===== src/design/flpw_pkg.sv =====
/*
 * flpw_pkg: constants, encodings and carrier structs for the four-level page walker.
 * Assumes a single core clock domain; included by import in every design file.
 */
package flpw_pkg;

   // ****************************************************************
   // widths
   // ****************************************************************
   localparam int LADDR_W = 48;
   localparam int PADDR_W = 52;
   localparam int ENTRY_W = 64;
   localparam int BASE_W  = PADDR_W - 12;
   localparam int IDX_W   = 9;
   localparam int TAG_W   = 12;

   // ****************************************************************
   // field positions in the root and in table entries
   // ****************************************************************
   localparam int BIT_PRESENT  = 0;
   localparam int BIT_RW       = 1;
   localparam int BIT_US       = 2;
   localparam int BIT_PWT      = 3;
   localparam int BIT_PCD      = 4;
   localparam int BIT_ACCESSED = 5;
   localparam int BIT_PS       = 7;
   localparam int BIT_NX       = 63;
   localparam int BASE_LO      = 12;
   localparam int IDX_L4_LO    = 39;
   localparam int IDX_L3_LO    = 30;
   localparam int IDX_L2_LO    = 21;
   localparam int IDX_L1_LO    = 12;
   localparam int RSVD_LO      = 13;
   localparam int RSVD_GB_HI   = 29;
   localparam int RSVD_MB_HI   = 20;

   // ****************************************************************
   // reset values and fixed codes
   // ****************************************************************
   localparam logic [ENTRY_W-1:0] ROOT_RESET = 64'h0;
   localparam logic [TAG_W-1:0]   TAG_NONE   = 12'h000;
   localparam logic [1:0]         USER_PRIV  = 2'h3;
   localparam logic [2:0]         ENTRY_LOW0 = 3'h0;

   // ****************************************************************
   // enumerations
   // ****************************************************************
   typedef enum logic [1:0] {
      ST_IDLE  = 2'b00,
      ST_FETCH = 2'b01
   } flpw_state_e;

   typedef enum logic [1:0] {
      LVL_1 = 2'b00,
      LVL_2 = 2'b01,
      LVL_3 = 2'b10,
      LVL_4 = 2'b11
   } flpw_level_e;

   typedef enum logic [1:0] {
      SZ_4K = 2'b00,
      SZ_2M = 2'b01,
      SZ_1G = 2'b10
   } flpw_size_e;

   typedef enum logic [2:0] {
      CS_NONE        = 3'b000,
      CS_MODE_OFF    = 3'b001,
      CS_NOT_PRESENT = 3'b010,
      CS_RESERVED    = 3'b011,
      CS_WRITE       = 3'b100,
      CS_USER        = 3'b101,
      CS_NO_EXEC     = 3'b110
   } flpw_cause_e;

   // ****************************************************************
   // carriers
   // ****************************************************************
   typedef struct packed {
      logic [LADDR_W-1:0] laddr;
      logic               write;
      logic               fetch;
      logic [1:0]         priv;
   } flpw_req_s;

   typedef struct packed {
      logic [PADDR_W-1:0] paddr;
      logic               fault;
      flpw_cause_e        cause;
      flpw_size_e         size;
   } flpw_rsp_s;

   typedef struct packed {
      logic [PADDR_W-1:0] addr;
      logic               walk_write_through;
      logic               walk_cache_disable;
   } flpw_mem_s;

endpackage : flpw_pkg


===== src/design/flpw_walker.sv =====
/*
 * flpw_walker: four-level linear-to-physical translation walker with its root register.
 * Assumes the core, control bits and memory port all run on REF_CLK; memory answers
 * one entry read per MEM_REQ with MEM_ACK and MEM_RDATA in the same cycle.
 */
// Overview of operation
// RQ1: walk only when paging, extension, long mode on
// RQ2: 48-bit linear in, 52-bit physical out
// RQ3: tags off: root bits 4:3 give fetch attributes
// RQ4: tags on: root bits 11:0 are the tag
// RQ5: root bits M-1:12 hold top table base
// RQ6: enable change takes effect at once, tag zero
// RQ7: after disabling tags, bits 4:3 are attributes
// RQ8: physical bits above max width forced zero
// RQ9: walk ends on 4K, 2M or 1G page
// RQ10: top entry address from root and bits 47:39
// RQ11: third-level address from entry and bits 38:30
// RQ12: third-level size flag set ends on 1G
// RQ13: else second-level address uses bits 29:21
// RQ14: size flag reserved without 1G page support
// RQ15: top entry present bit; bit 7 reserved
// RQ16: top read/write bit clear may refuse writes
// RQ17: top user bit clear refuses level-3 accesses
// RQ18: top entry bits 4:3 attribute next fetch
// RQ19: top entry accessed bit records use
// RQ20: no-execute bit forbids fetches when enabled
// RQ21: entry base bits, reserved and ignored bits
// RQ22: reserved bit set raises page fault
// RQ23: second-level size flag set ends on 2M
// RQ24: absent entry stops walk with page fault
// RQ25: second-level flag clear walks to 4K page
module flpw_walker
   import flpw_pkg::*;
#(
   parameter int MAX_PHYS_WIDTH     = 52,
   parameter bit GB_PAGES_SUPPORTED = 1'b1
) (
   input  logic                REF_CLK,
   input  logic                ARST_N,
   input  logic                PAGING_ON,
   input  logic                EXT_PHYS_ON,
   input  logic                LONG_MODE_ON,
   input  logic                NO_EXEC_FEATURE_ON,
   input  logic                CONTEXT_TAG_ENABLE,
   input  logic                SUP_WRITE_PROTECT,
   input  logic                ROOT_WR,
   input  logic [ENTRY_W-1:0]  ROOT_WDATA,
   output logic [ENTRY_W-1:0]  ROOT_RDATA,
   output logic [TAG_W-1:0]    CONTEXT_TAG,
   output logic                MODE_ACTIVE,
   input  logic                REQ_VALID,
   output logic                REQ_READY,
   input  flpw_req_s           REQ,
   output logic                RSP_VALID,
   output flpw_rsp_s           RSP,
   output logic                MEM_REQ,
   output flpw_mem_s           MEM,
   input  logic                MEM_ACK,
   input  logic [ENTRY_W-1:0]  MEM_RDATA,
   output logic                ACC_MARK_VALID,
   output logic [PADDR_W-1:0]  ACC_MARK_ADDR
);

   // ****************************************************************
   // state
   // ****************************************************************
   flpw_state_e        state_reg;
   flpw_state_e        state_next;
   flpw_level_e        level_reg;
   flpw_level_e        level_next;
   flpw_req_s          req_reg;
   flpw_req_s          req_next;
   flpw_mem_s          mem_reg;
   flpw_mem_s          mem_next;
   flpw_rsp_s          rsp_reg;
   flpw_rsp_s          rsp_next;
   logic               rsp_valid_reg;
   logic               rsp_valid_next;
   logic               rw_reg;
   logic               rw_next;
   logic               us_reg;
   logic               us_next;
   logic               nx_reg;
   logic               nx_next;
   logic               mark_valid_reg;
   logic               mark_valid_next;
   logic [PADDR_W-1:0] mark_addr_reg;
   logic [PADDR_W-1:0] mark_addr_next;
   logic [ENTRY_W-1:0] translation_root_reg;
   logic [ENTRY_W-1:0] translation_root_next;

   // ****************************************************************
   // root interpretation
   // ****************************************************************
   // RQ8: mask of implemented physical bits
   localparam logic [PADDR_W-1:0] PA_MASK = (52'h1 << MAX_PHYS_WIDTH) - 52'h1;

   wire                 mode_on;
   wire [BASE_W-1:0]    root_base;
   wire                 root_pwt;
   wire                 root_pcd;
   wire [PADDR_W-1:0]   top_addr;

   // RQ1: all three enables required
   assign mode_on     = PAGING_ON & EXT_PHYS_ON & LONG_MODE_ON;
   assign MODE_ACTIVE = mode_on;
   assign ROOT_RDATA  = translation_root_reg;

   // RQ5: base from M-1:12, upper bits masked
   assign root_base = translation_root_reg[PADDR_W-1:BASE_LO] & PA_MASK[PADDR_W-1:BASE_LO];

   // RQ6: decoded live from the enable, so a change acts at once
   // RQ4: tag is the low twelve bits when enabled
   assign CONTEXT_TAG = CONTEXT_TAG_ENABLE ? translation_root_reg[TAG_W-1:0] : TAG_NONE;

   // RQ3: attributes only when tags are off
   // RQ7: the same bits serve again after disabling
   assign root_pwt = ~CONTEXT_TAG_ENABLE & translation_root_reg[BIT_PWT];
   assign root_pcd = ~CONTEXT_TAG_ENABLE & translation_root_reg[BIT_PCD];

   // RQ10: top entry address
   assign top_addr = {root_base, REQ.laddr[IDX_L4_LO+:IDX_W], ENTRY_LOW0};

   // ****************************************************************
   // entry decode
   // ****************************************************************
   wire                 e_present;
   wire                 e_ps;
   wire [BASE_W-1:0]    e_base;
   wire                 hi_rsvd;
   wire                 nx_rsvd;
   wire                 lvl_rsvd;
   wire                 rsvd_hit;
   wire                 leaf;
   wire                 rw_acc;
   wire                 us_acc;
   wire                 nx_acc;
   wire                 user_req;
   wire [IDX_W-1:0]     idx_down;
   wire [PADDR_W-1:0]   down_addr;
   wire [PADDR_W-1:0]   leaf_paddr;
   flpw_level_e         level_down;
   flpw_size_e          leaf_size;
   flpw_cause_e         cause;

   assign e_present = MEM_RDATA[BIT_PRESENT];
   assign e_ps      = MEM_RDATA[BIT_PS];
   // RQ21: next-table base; bits 62:52, 11:8 and 6 never looked at
   assign e_base    = MEM_RDATA[PADDR_W-1:BASE_LO] & PA_MASK[PADDR_W-1:BASE_LO];

   // RQ21: bits 51:M reserved
   assign hi_rsvd = |(MEM_RDATA[PADDR_W-1:0] & ~PA_MASK);
   // RQ20: no-execute bit reserved when the feature is off
   assign nx_rsvd = MEM_RDATA[BIT_NX] & ~NO_EXEC_FEATURE_ON;

   // RQ15: top entry bit 7 reserved
   // RQ14: third-level size flag reserved without 1G support
   assign lvl_rsvd = (level_reg == LVL_4) ? e_ps :
                     (level_reg == LVL_3) ? e_ps & (~GB_PAGES_SUPPORTED |
                                                    (|MEM_RDATA[RSVD_GB_HI:RSVD_LO])) :
                     (level_reg == LVL_2) ? e_ps & (|MEM_RDATA[RSVD_MB_HI:RSVD_LO]) :
                     1'b0;

   // RQ22: any reserved bit in a present entry faults
   assign rsvd_hit = hi_rsvd | nx_rsvd | lvl_rsvd;

   // RQ9: leaf at 1G, 2M or 4K level
   // RQ12: third-level flag set
   // RQ23: second-level flag set
   // RQ25: last level always a leaf
   assign leaf = (level_reg == LVL_1) | (level_reg == LVL_2 & e_ps) | (level_reg == LVL_3 & e_ps);

   // rights narrow level by level; the top entry speaks for its whole 512G region
   assign rw_acc   = rw_reg & MEM_RDATA[BIT_RW];
   assign us_acc   = us_reg & MEM_RDATA[BIT_US];
   assign nx_acc   = nx_reg | (NO_EXEC_FEATURE_ON & MEM_RDATA[BIT_NX]);
   assign user_req = (req_reg.priv == USER_PRIV);

   assign level_down = (level_reg == LVL_4) ? LVL_3 : (level_reg == LVL_3) ? LVL_2 : LVL_1;

   // RQ11: bits 38:30 below the top
   // RQ13: bits 29:21 below the third level
   // RQ25: bits 20:12 below the second level
   assign idx_down = (level_reg == LVL_4) ? req_reg.laddr[IDX_L3_LO+:IDX_W] :
                     (level_reg == LVL_3) ? req_reg.laddr[IDX_L2_LO+:IDX_W] :
                     req_reg.laddr[IDX_L1_LO+:IDX_W];
   assign down_addr = {e_base, idx_down, ENTRY_LOW0};

   // RQ2: 48-bit linear offset merged into a 52-bit frame
   // RQ8: unimplemented bits cleared on the result
   assign leaf_paddr = ((level_reg == LVL_3) ? {MEM_RDATA[PADDR_W-1:IDX_L3_LO], req_reg.laddr[IDX_L3_LO-1:0]} :
                        (level_reg == LVL_2) ? {MEM_RDATA[PADDR_W-1:IDX_L2_LO], req_reg.laddr[IDX_L2_LO-1:0]} :
                        {MEM_RDATA[PADDR_W-1:IDX_L1_LO], req_reg.laddr[IDX_L1_LO-1:0]}) & PA_MASK;
   assign leaf_size  = (level_reg == LVL_3) ? SZ_1G : (level_reg == LVL_2) ? SZ_2M : SZ_4K;

   // RQ24: absent entry first
   // RQ17: user-level access into supervisor region
   // RQ16: write refused to user, or to supervisor under protect
   // RQ20: instruction fetch from no-execute region
   assign cause = ~e_present                                          ? CS_NOT_PRESENT :
                  rsvd_hit                                            ? CS_RESERVED :
                  ~leaf                                               ? CS_NONE :
                  (user_req & ~us_acc)                                ? CS_USER :
                  (req_reg.write & ~rw_acc & (user_req | SUP_WRITE_PROTECT)) ? CS_WRITE :
                  (req_reg.fetch & nx_acc)                            ? CS_NO_EXEC :
                  CS_NONE;

   // ****************************************************************
   // next-state logic
   // ****************************************************************
   always_comb begin
      state_next            = state_reg;
      level_next            = level_reg;
      req_next              = req_reg;
      mem_next              = mem_reg;
      rsp_next              = rsp_reg;
      rsp_valid_next        = 1'b0;
      rw_next               = rw_reg;
      us_next               = us_reg;
      nx_next               = nx_reg;
      mark_valid_next       = 1'b0;
      mark_addr_next        = mark_addr_reg;
      translation_root_next = ROOT_WR ? ROOT_WDATA : translation_root_reg;
      case (state_reg)
         ST_IDLE: begin
            if (REQ_VALID) begin
               req_next = REQ;
               if (!mode_on) begin
                  // RQ1: no translation outside this mode
                  rsp_next       = '{paddr: '0, fault: 1'b1, cause: CS_MODE_OFF, size: SZ_4K};
                  rsp_valid_next = 1'b1;
               end else begin
                  state_next = ST_FETCH;
                  level_next = LVL_4;
                  mem_next   = '{addr: top_addr, walk_write_through: root_pwt, walk_cache_disable: root_pcd};
                  rw_next    = 1'b1;
                  us_next    = 1'b1;
                  nx_next    = 1'b0;
               end
            end
         end
         ST_FETCH: begin
            if (MEM_ACK) begin
               rw_next = rw_acc;
               us_next = us_acc;
               nx_next = nx_acc;
               // RQ19: first use of a clean top entry marks it
               if (level_reg == LVL_4 && e_present && !rsvd_hit && !MEM_RDATA[BIT_ACCESSED]) begin
                  mark_valid_next = 1'b1;
                  mark_addr_next  = mem_reg.addr;
               end
               if (cause != CS_NONE) begin
                  // RQ24: walk stops, fault answered
                  state_next     = ST_IDLE;
                  rsp_next       = '{paddr: '0, fault: 1'b1, cause: cause, size: leaf_size};
                  rsp_valid_next = 1'b1;
               end else if (leaf) begin
                  state_next     = ST_IDLE;
                  rsp_next       = '{paddr: leaf_paddr, fault: 1'b0, cause: CS_NONE, size: leaf_size};
                  rsp_valid_next = 1'b1;
               end else begin
                  // RQ15: present top entry references the next table
                  // RQ18: entry bits 4:3 attribute the next fetch
                  level_next = level_down;
                  mem_next   = '{addr: down_addr, walk_write_through: MEM_RDATA[BIT_PWT], walk_cache_disable: MEM_RDATA[BIT_PCD]};
               end
            end
         end
         default: begin
            state_next = ST_IDLE;
         end
      endcase
   end

   // ****************************************************************
   // registers
   // ****************************************************************
   always_ff @(posedge REF_CLK or negedge ARST_N) begin
      if (!ARST_N) begin
         state_reg            <= ST_IDLE;
         level_reg            <= LVL_4;
         req_reg              <= '0;
         mem_reg              <= '0;
         rsp_reg              <= '0;
         rsp_valid_reg        <= 1'b0;
         rw_reg               <= 1'b1;
         us_reg               <= 1'b1;
         nx_reg               <= 1'b0;
         mark_valid_reg       <= 1'b0;
         mark_addr_reg        <= '0;
         translation_root_reg <= ROOT_RESET;
      end else begin
         state_reg            <= state_next;
         level_reg            <= level_next;
         req_reg              <= req_next;
         mem_reg              <= mem_next;
         rsp_reg              <= rsp_next;
         rsp_valid_reg        <= rsp_valid_next;
         rw_reg               <= rw_next;
         us_reg               <= us_next;
         nx_reg               <= nx_next;
         mark_valid_reg       <= mark_valid_next;
         mark_addr_reg        <= mark_addr_next;
         translation_root_reg <= translation_root_next;
      end
   end

   // ****************************************************************
   // outputs
   // ****************************************************************
   // a root write during a walk only affects the next walk; the top address is latched
   assign REQ_READY      = (state_reg == ST_IDLE);
   assign RSP_VALID      = rsp_valid_reg;
   assign RSP            = rsp_reg;
   assign MEM_REQ        = (state_reg == ST_FETCH);
   assign MEM            = mem_reg;
   assign ACC_MARK_VALID = mark_valid_reg;
   assign ACC_MARK_ADDR  = mark_addr_reg;

endmodule : flpw_walker


===== config.mk =====
export PLATFORM = sky130hd
export DESIGN_NAME = flpw_walker
export DESIGN_NICKNAME = d
export VERILOG_FILES = /design/src/design/flpw_pkg.sv /design/src/design/flpw_walker.sv
export SDC_FILE = /design/constraint.sdc
export NUM_CORES = 1
export LEC_CHECK = 0
export BUFFER_PORTS_ARGS = -buffer_cell sky130_fd_sc_hd__buf_2
export CORE_MARGIN = 8
export CORE_UTILIZATION = 50
export DETAILED_ROUTE_END_ITERATION = 10
export PLACE_DENSITY = 0.81
export SYNTH_ARGS = -nofsm -noshare
export SYNTH_HDL_FRONTEND = slang
export SYNTH_SLANG_ARGS = --single-unit

===== constraint.sdc =====
create_clock -name REF_CLK -period 3.35 [get_ports REF_CLK]
set_input_delay 0.1675 -clock REF_CLK [delete_from_list [all_inputs] [get_ports REF_CLK]]
set_output_delay 0.1675 -clock REF_CLK [all_outputs]
set_load 0.1 [all_outputs]

Word level (Yosys, flattened, before mapping)
Index checks and enable logic that the tools add are counted.

cells by class
  equal/unequal tests = 12
  multiplexer cells = 61
  bitwise gates (word level) = 25
  reduce and logical (&&, ||, !) cells = 17

operator list
  kind                  number
  $mux W58              5
  $mux W54              5
  $pmux W58 S2          1
  $pmux W54 S2          1
  $mux W30              1
  $mux W2               12
  $mux W21              1
  $mux W1               20
  $mux W3               6
  $mux W9               2
  $reduce_or A17 Y1     1
  $and A1 B1 Y1         16
  $mux W12              1
  $ne A2 B2 Y1 const B  5
  $pmux W1 S2           4
  $pmux W2 S2           2
  $reduce_and A4 Y1     2
  $reduce_or A8 Y1      1
  $eq A2 B2 Y1 const B  3
  $reduce_and A6 Y1     1
  $or A1 B1 Y1          5
  $reduce_and A5 Y1     1
  $eq A2 B1 Y1 const B  2
  $logic_not A2 Y1      2
  other kinds (9)       15

word-level totals
  register bits after elaboration = 280
  logic and storage cells = 135
  input bits = 191
  output and inout bits = 245

Longest topological paths before layout
  word-level depth = 13
  depth in mapped cells = 8
  gate-level depth less buffers = 6

Least setup slack after synthesis
No wires, ideal clock.

  kind = reg2reg
  from = reg state_reg[0]
  to = reg rsp_reg (netlist bit RSP[10])
  data required time = 3255 ps
  clock period less this slack = 2740 ps
  cell stages (with the launch flop) = 6
  setup slack = 610 ps
  buffers on the path = 2
  data arrival time = 2644 ps
  library setup time = 95 ps
  path through = dfrtp_1 > inv_1 > a211o_1 > clkbuf_1 > clkbuf_1 > o31ai_1

on the way
  cells in the longest elaborated chain, start to end = 3
  elaborated cells between the ends (all ways) = 9
  classes of those cells = eq/ne (5); mux (1); reduce/logical (3)

ends and longest elaborated chain
  what                                                          RTL line            text
  start: declaration                                            flpw_walker.sv:67   flpw_state_e state_reg;
  start signal: assignment                                      flpw_walker.sv:293  state_reg <= state_next;
  $logic_not A2 Y1 *                                            --
  named net REQ_READY                                           flpw_walker.sv:52   output logic REQ_READY,
  $ne A2 B2 Y1 (no line) or $reduce_bool A2 Y1 (tied branches)  --
  $reduce_and A5 Y1 (no line)                                   --
  end signal: assignment                                        flpw_walker.sv:297  rsp_reg <= rsp_next;
  end: declaration                                              flpw_walker.sv:75   flpw_rsp_s rsp_reg;

The timed path passes the listed nets; every way through them passes the cells marked *.
A chain may end at the register's enable or synchronous reset.

Final worst setup path
  from = reg level_reg[0]
  to = reg mark_addr_reg[27] (netlist: ACC_MARK_ADDR[27])

on the way
  cells in the longest elaborated chain, start to end = 9
  elaborated cells between the ends (all ways) = 12
  classes of those cells = eq/ne (3); mux (3); bitwise (1); reduce/logical (5)

ends and longest elaborated chain
  what                                RTL line            text
  start: declaration                  flpw_walker.sv:69   flpw_level_e level_reg;
  start signal: assignment            flpw_walker.sv:294  level_reg <= level_next;
  $eq A2 B1 Y1                        flpw_walker.sv:161  (level_reg == LVL_2) ? e_ps & (|MEM_RDATA[RSVD_MB_HI:RSVD_LO]) :
  $mux W1                             flpw_walker.sv:161
  $mux W1                             flpw_walker.sv:159  (level_reg == LVL_3) ? e_ps & (~GB_PAGES_SUPPORTED |
  $mux W1                             flpw_walker.sv:158  assign lvl_rsvd = (level_reg == LVL_4) ? e_ps :
  $or A1 B1 Y1                        flpw_walker.sv:165  assign rsvd_hit = hi_rsvd | nx_rsvd | lvl_rsvd;
  $logic_not A1 Y1                    flpw_walker.sv:248  if (level_reg == LVL_4 && e_present && !rsvd_hit && !MEM_RDATA[BIT_ACCESSED]) begin
  $logic_and A1 B1 Y1 * (2 in a row)  flpw_walker.sv:248
  $reduce_and A3 Y1 (no line) *       --
  end signal: assignment              flpw_walker.sv:303  mark_addr_reg <= mark_addr_next;
  end: declaration                    flpw_walker.sv:87   logic [PADDR_W-1:0] mark_addr_reg;

Mark *: on every way between the ends. The rest lies on a longest branch, timed or not.

==> flow_summary.ini <==
[die]
start_util = 0.504
num_rows = 56
coreArea_sq_um = 23300
ios = 436
dieArea_sq_um = 28600
die_w_um = 169
dieHeight_um = 169

[final_layout]
final_util = 0.722
largest_reg_flops = 64
nNetsFinal = 1725
seq_area_sq_um = 6840
instances_no_fill = 1880
syn2layout_area_growth_pct = 43.3
multiInputGateArea_sq_um = 4410
fillers = 1459
fin_area_sq_um = 16800
drive_gt1_frac = 0.422

[placed_design]
gp_congestion = 0.837
dpl_cell_area_sq_um = 14100
portBuffers = 413
hpwl_um = 27700
dp.cells = 1660

[global_routing]
grt_pass1_wl_um = 69000
grt_max_degree = 88
antenna_found_initial = 4
first_global_vias = 11800
track_usage = 0.308
grt_remaining_overflow = 0

[timing]
hold_ws_ns = 0.0278
clock_skew_ns = 0.0152
drv_slew = 0
slew_headroom = 0.327
worstMarginPinSlew_ns = 1.01
finalSetupViolCount = 0
rsz0062_at_grt = no
fin_tns_setup_ns = 0
finalCriticalPeriod_ns = 2.94
finalCritPeriodShare = 0.877
hold_viol = 0
fmax_mhz = 340

[detailed_routing]
route.vias.total = 10900
routedWlPerCell_um = 24.3
postRouteWirelength_um = 45600
drtPass1Iterations = 8
drt-initial-drc-count = 1267
antenna_left = 0
via_per_inst = 5.82
route.detailed.drc = 0

[synthesis]
ys_types = 48
yosys_warnings = 0
synth_area_per_cell_sq_um = 12.0
ys_async_sr_fraction = 1.00
yosys.area.top_type_share = 0.574
synth_flop_cell = dfrtp_1
synth_area_leaders = dfrtp_1, mux2_2, mux2_4
yosysMostFrequentCell = dfrtp_1
synth_edf_count = 0
synth-seq-cells = 273
netlist_area_sq_um = 11700
synthCells = 977
synth_area_leader_cell = dfrtp_1
yosysSeqAreaShare = 0.583
synth.top_cells.by_count = dfrtp_1, nand2_1, nand3_1, mux2_2, o31ai_1

[power_and_ir_drop]
ir_drop_uv = 563
power_density_nw_per_um2 = 701
leakage_nw = 8.30

[critical_path]
crit_fanout = 27
arrival_ns = 3.35
crit_type = flip-flop to flip-flop
cp.required_ns = 3.76
setup.worst_path.start_class = flip-flop
end_kind = flip-flop

[min_path]
hold_path_class = input port to flip-flop

[clock_network]
htree_num_levels = 1
post-cts-setup-buffers = 0
clkSinkCount = 273
cts_tree = yes
cts-resized-gates = 0
holdBufCountCts = 161
clockBufferDepth = 3
cts_root_buf = clkbuf_16
path_clk_slew_ns = 0.06
cts_made_buffers = 30
clkLatencyLatePin_ns = 0.55

[outcome]
status = finished clean

[job]
drv_cap = 0
[layout by cell type (no fill, tap or decap), types with 4 or more instances in the layout]
cell type      instances
clkbuf_16             31
bufinv_16              4
a211oi_1               9
dlygate4sd3_1        161
buf_2                412
mux2i_1               27
nand2_1              118
clkinv_2               4
dfstp_2                4
nor2_1                12
mux2_4                39
o221a_2               42
nand3_1               75
or3_1                 19
dfrtp_1              269
o31ai_1               52
a21oi_1               13
clkbuf_8               9
inv_1                 40
conb_1                 6
and2_1                14
o21ai_0               31
nor2b_1               10
mux2_2                70
o22ai_1                9
buf_4                 22
clkbuf_1               6
[final timing paths]
kind / startpoint / to / slack, ns / cells after the start
max: level_reg[0]$_DFFE_PN1P_ / ACC_MARK_ADDR[27]$_DFFE_PN0P_ / 0.41 / 6
max reg2reg: level_reg[0]$_DFFE_PN1P_ / ACC_MARK_ADDR[27]$_DFFE_PN0P_ / 0.41 / 6
max in group asynchronous: ARST_N / req_reg[12]$_DFFE_PN0P_ / 2.17 / 3
min in group asynchronous: ARST_N / ROOT_RDATA[12]$_DFFE_PN0P_ / 0.19 / 2
min reg2reg: req_reg[35]$_DFFE_PN0P_ / req_reg[35]$_DFFE_PN0P_ / 0.48 / 2
min: MEM_RDATA[27] / MEM[29]$_DFFE_PN0P_ / 0.03 / 2
[through the flow]
step | worst slack [ns] | total power [W]
4_1_cts | 0.446 | 0.0117
3_3_place_gp | 0.578 | 0.00797
2_1_floorplan | 0.610 | 0.00716
5_1_grt | 0.262 | 0.0121
6_report | 0.412 | 0.0118
3_5_place_dp | 0.500 | 0.00803
[cells by family after synthesis]
family                 synth area share
other                          0.000320
multiplexers                      0.142
flip-flops                        0.583
AO/OA/AOI/OAI                     0.120
buffers and inverters            0.0455
AND/OR/NAND/NOR                   0.109
[layer usage]
metal,vias to the layer above,share of wire,wire (um),GRT usage
li1,4593,-,-,-
met1,5402,0.35,16100,0.348
met2,768,0.50,22600,0.532
met3,176,0.098,4470,0.0835
met4,0,0.054,2460,0.156
met5,-,0,0,0
[worst max-delay path, stage by stage (launching register included)]
cell and delay, ns:
dfstp_2 0.52, nor4_2 0.43, a311oi_2 0.25, or3_4 0.49, nor4_4 0.36, buf_4 0.35
mux2_2 0.40
[final cells by class]
class,count,area share
flip-flops and latches,273,0.407
multi-input cells,589,0.262
repair buffers,599,0.233
clock buffers,46,0.0549
well taps,319,0.0238
clock inverters,10,0.00938
inverters,41,0.00916
diodes,3,0.000447
[report_power, final]
group | total, W | internal, W | leakage (nW) | switching [W]
logic | 0.00412 | 0.000840 | 4.34 | 0.00328
registers | 0.00410 | 0.00370 | 3.42 | 0.000401
clock network | 0.00355 | 0.00220 | 0.534 | 0.00136
(Power assumes the default switching activity.)
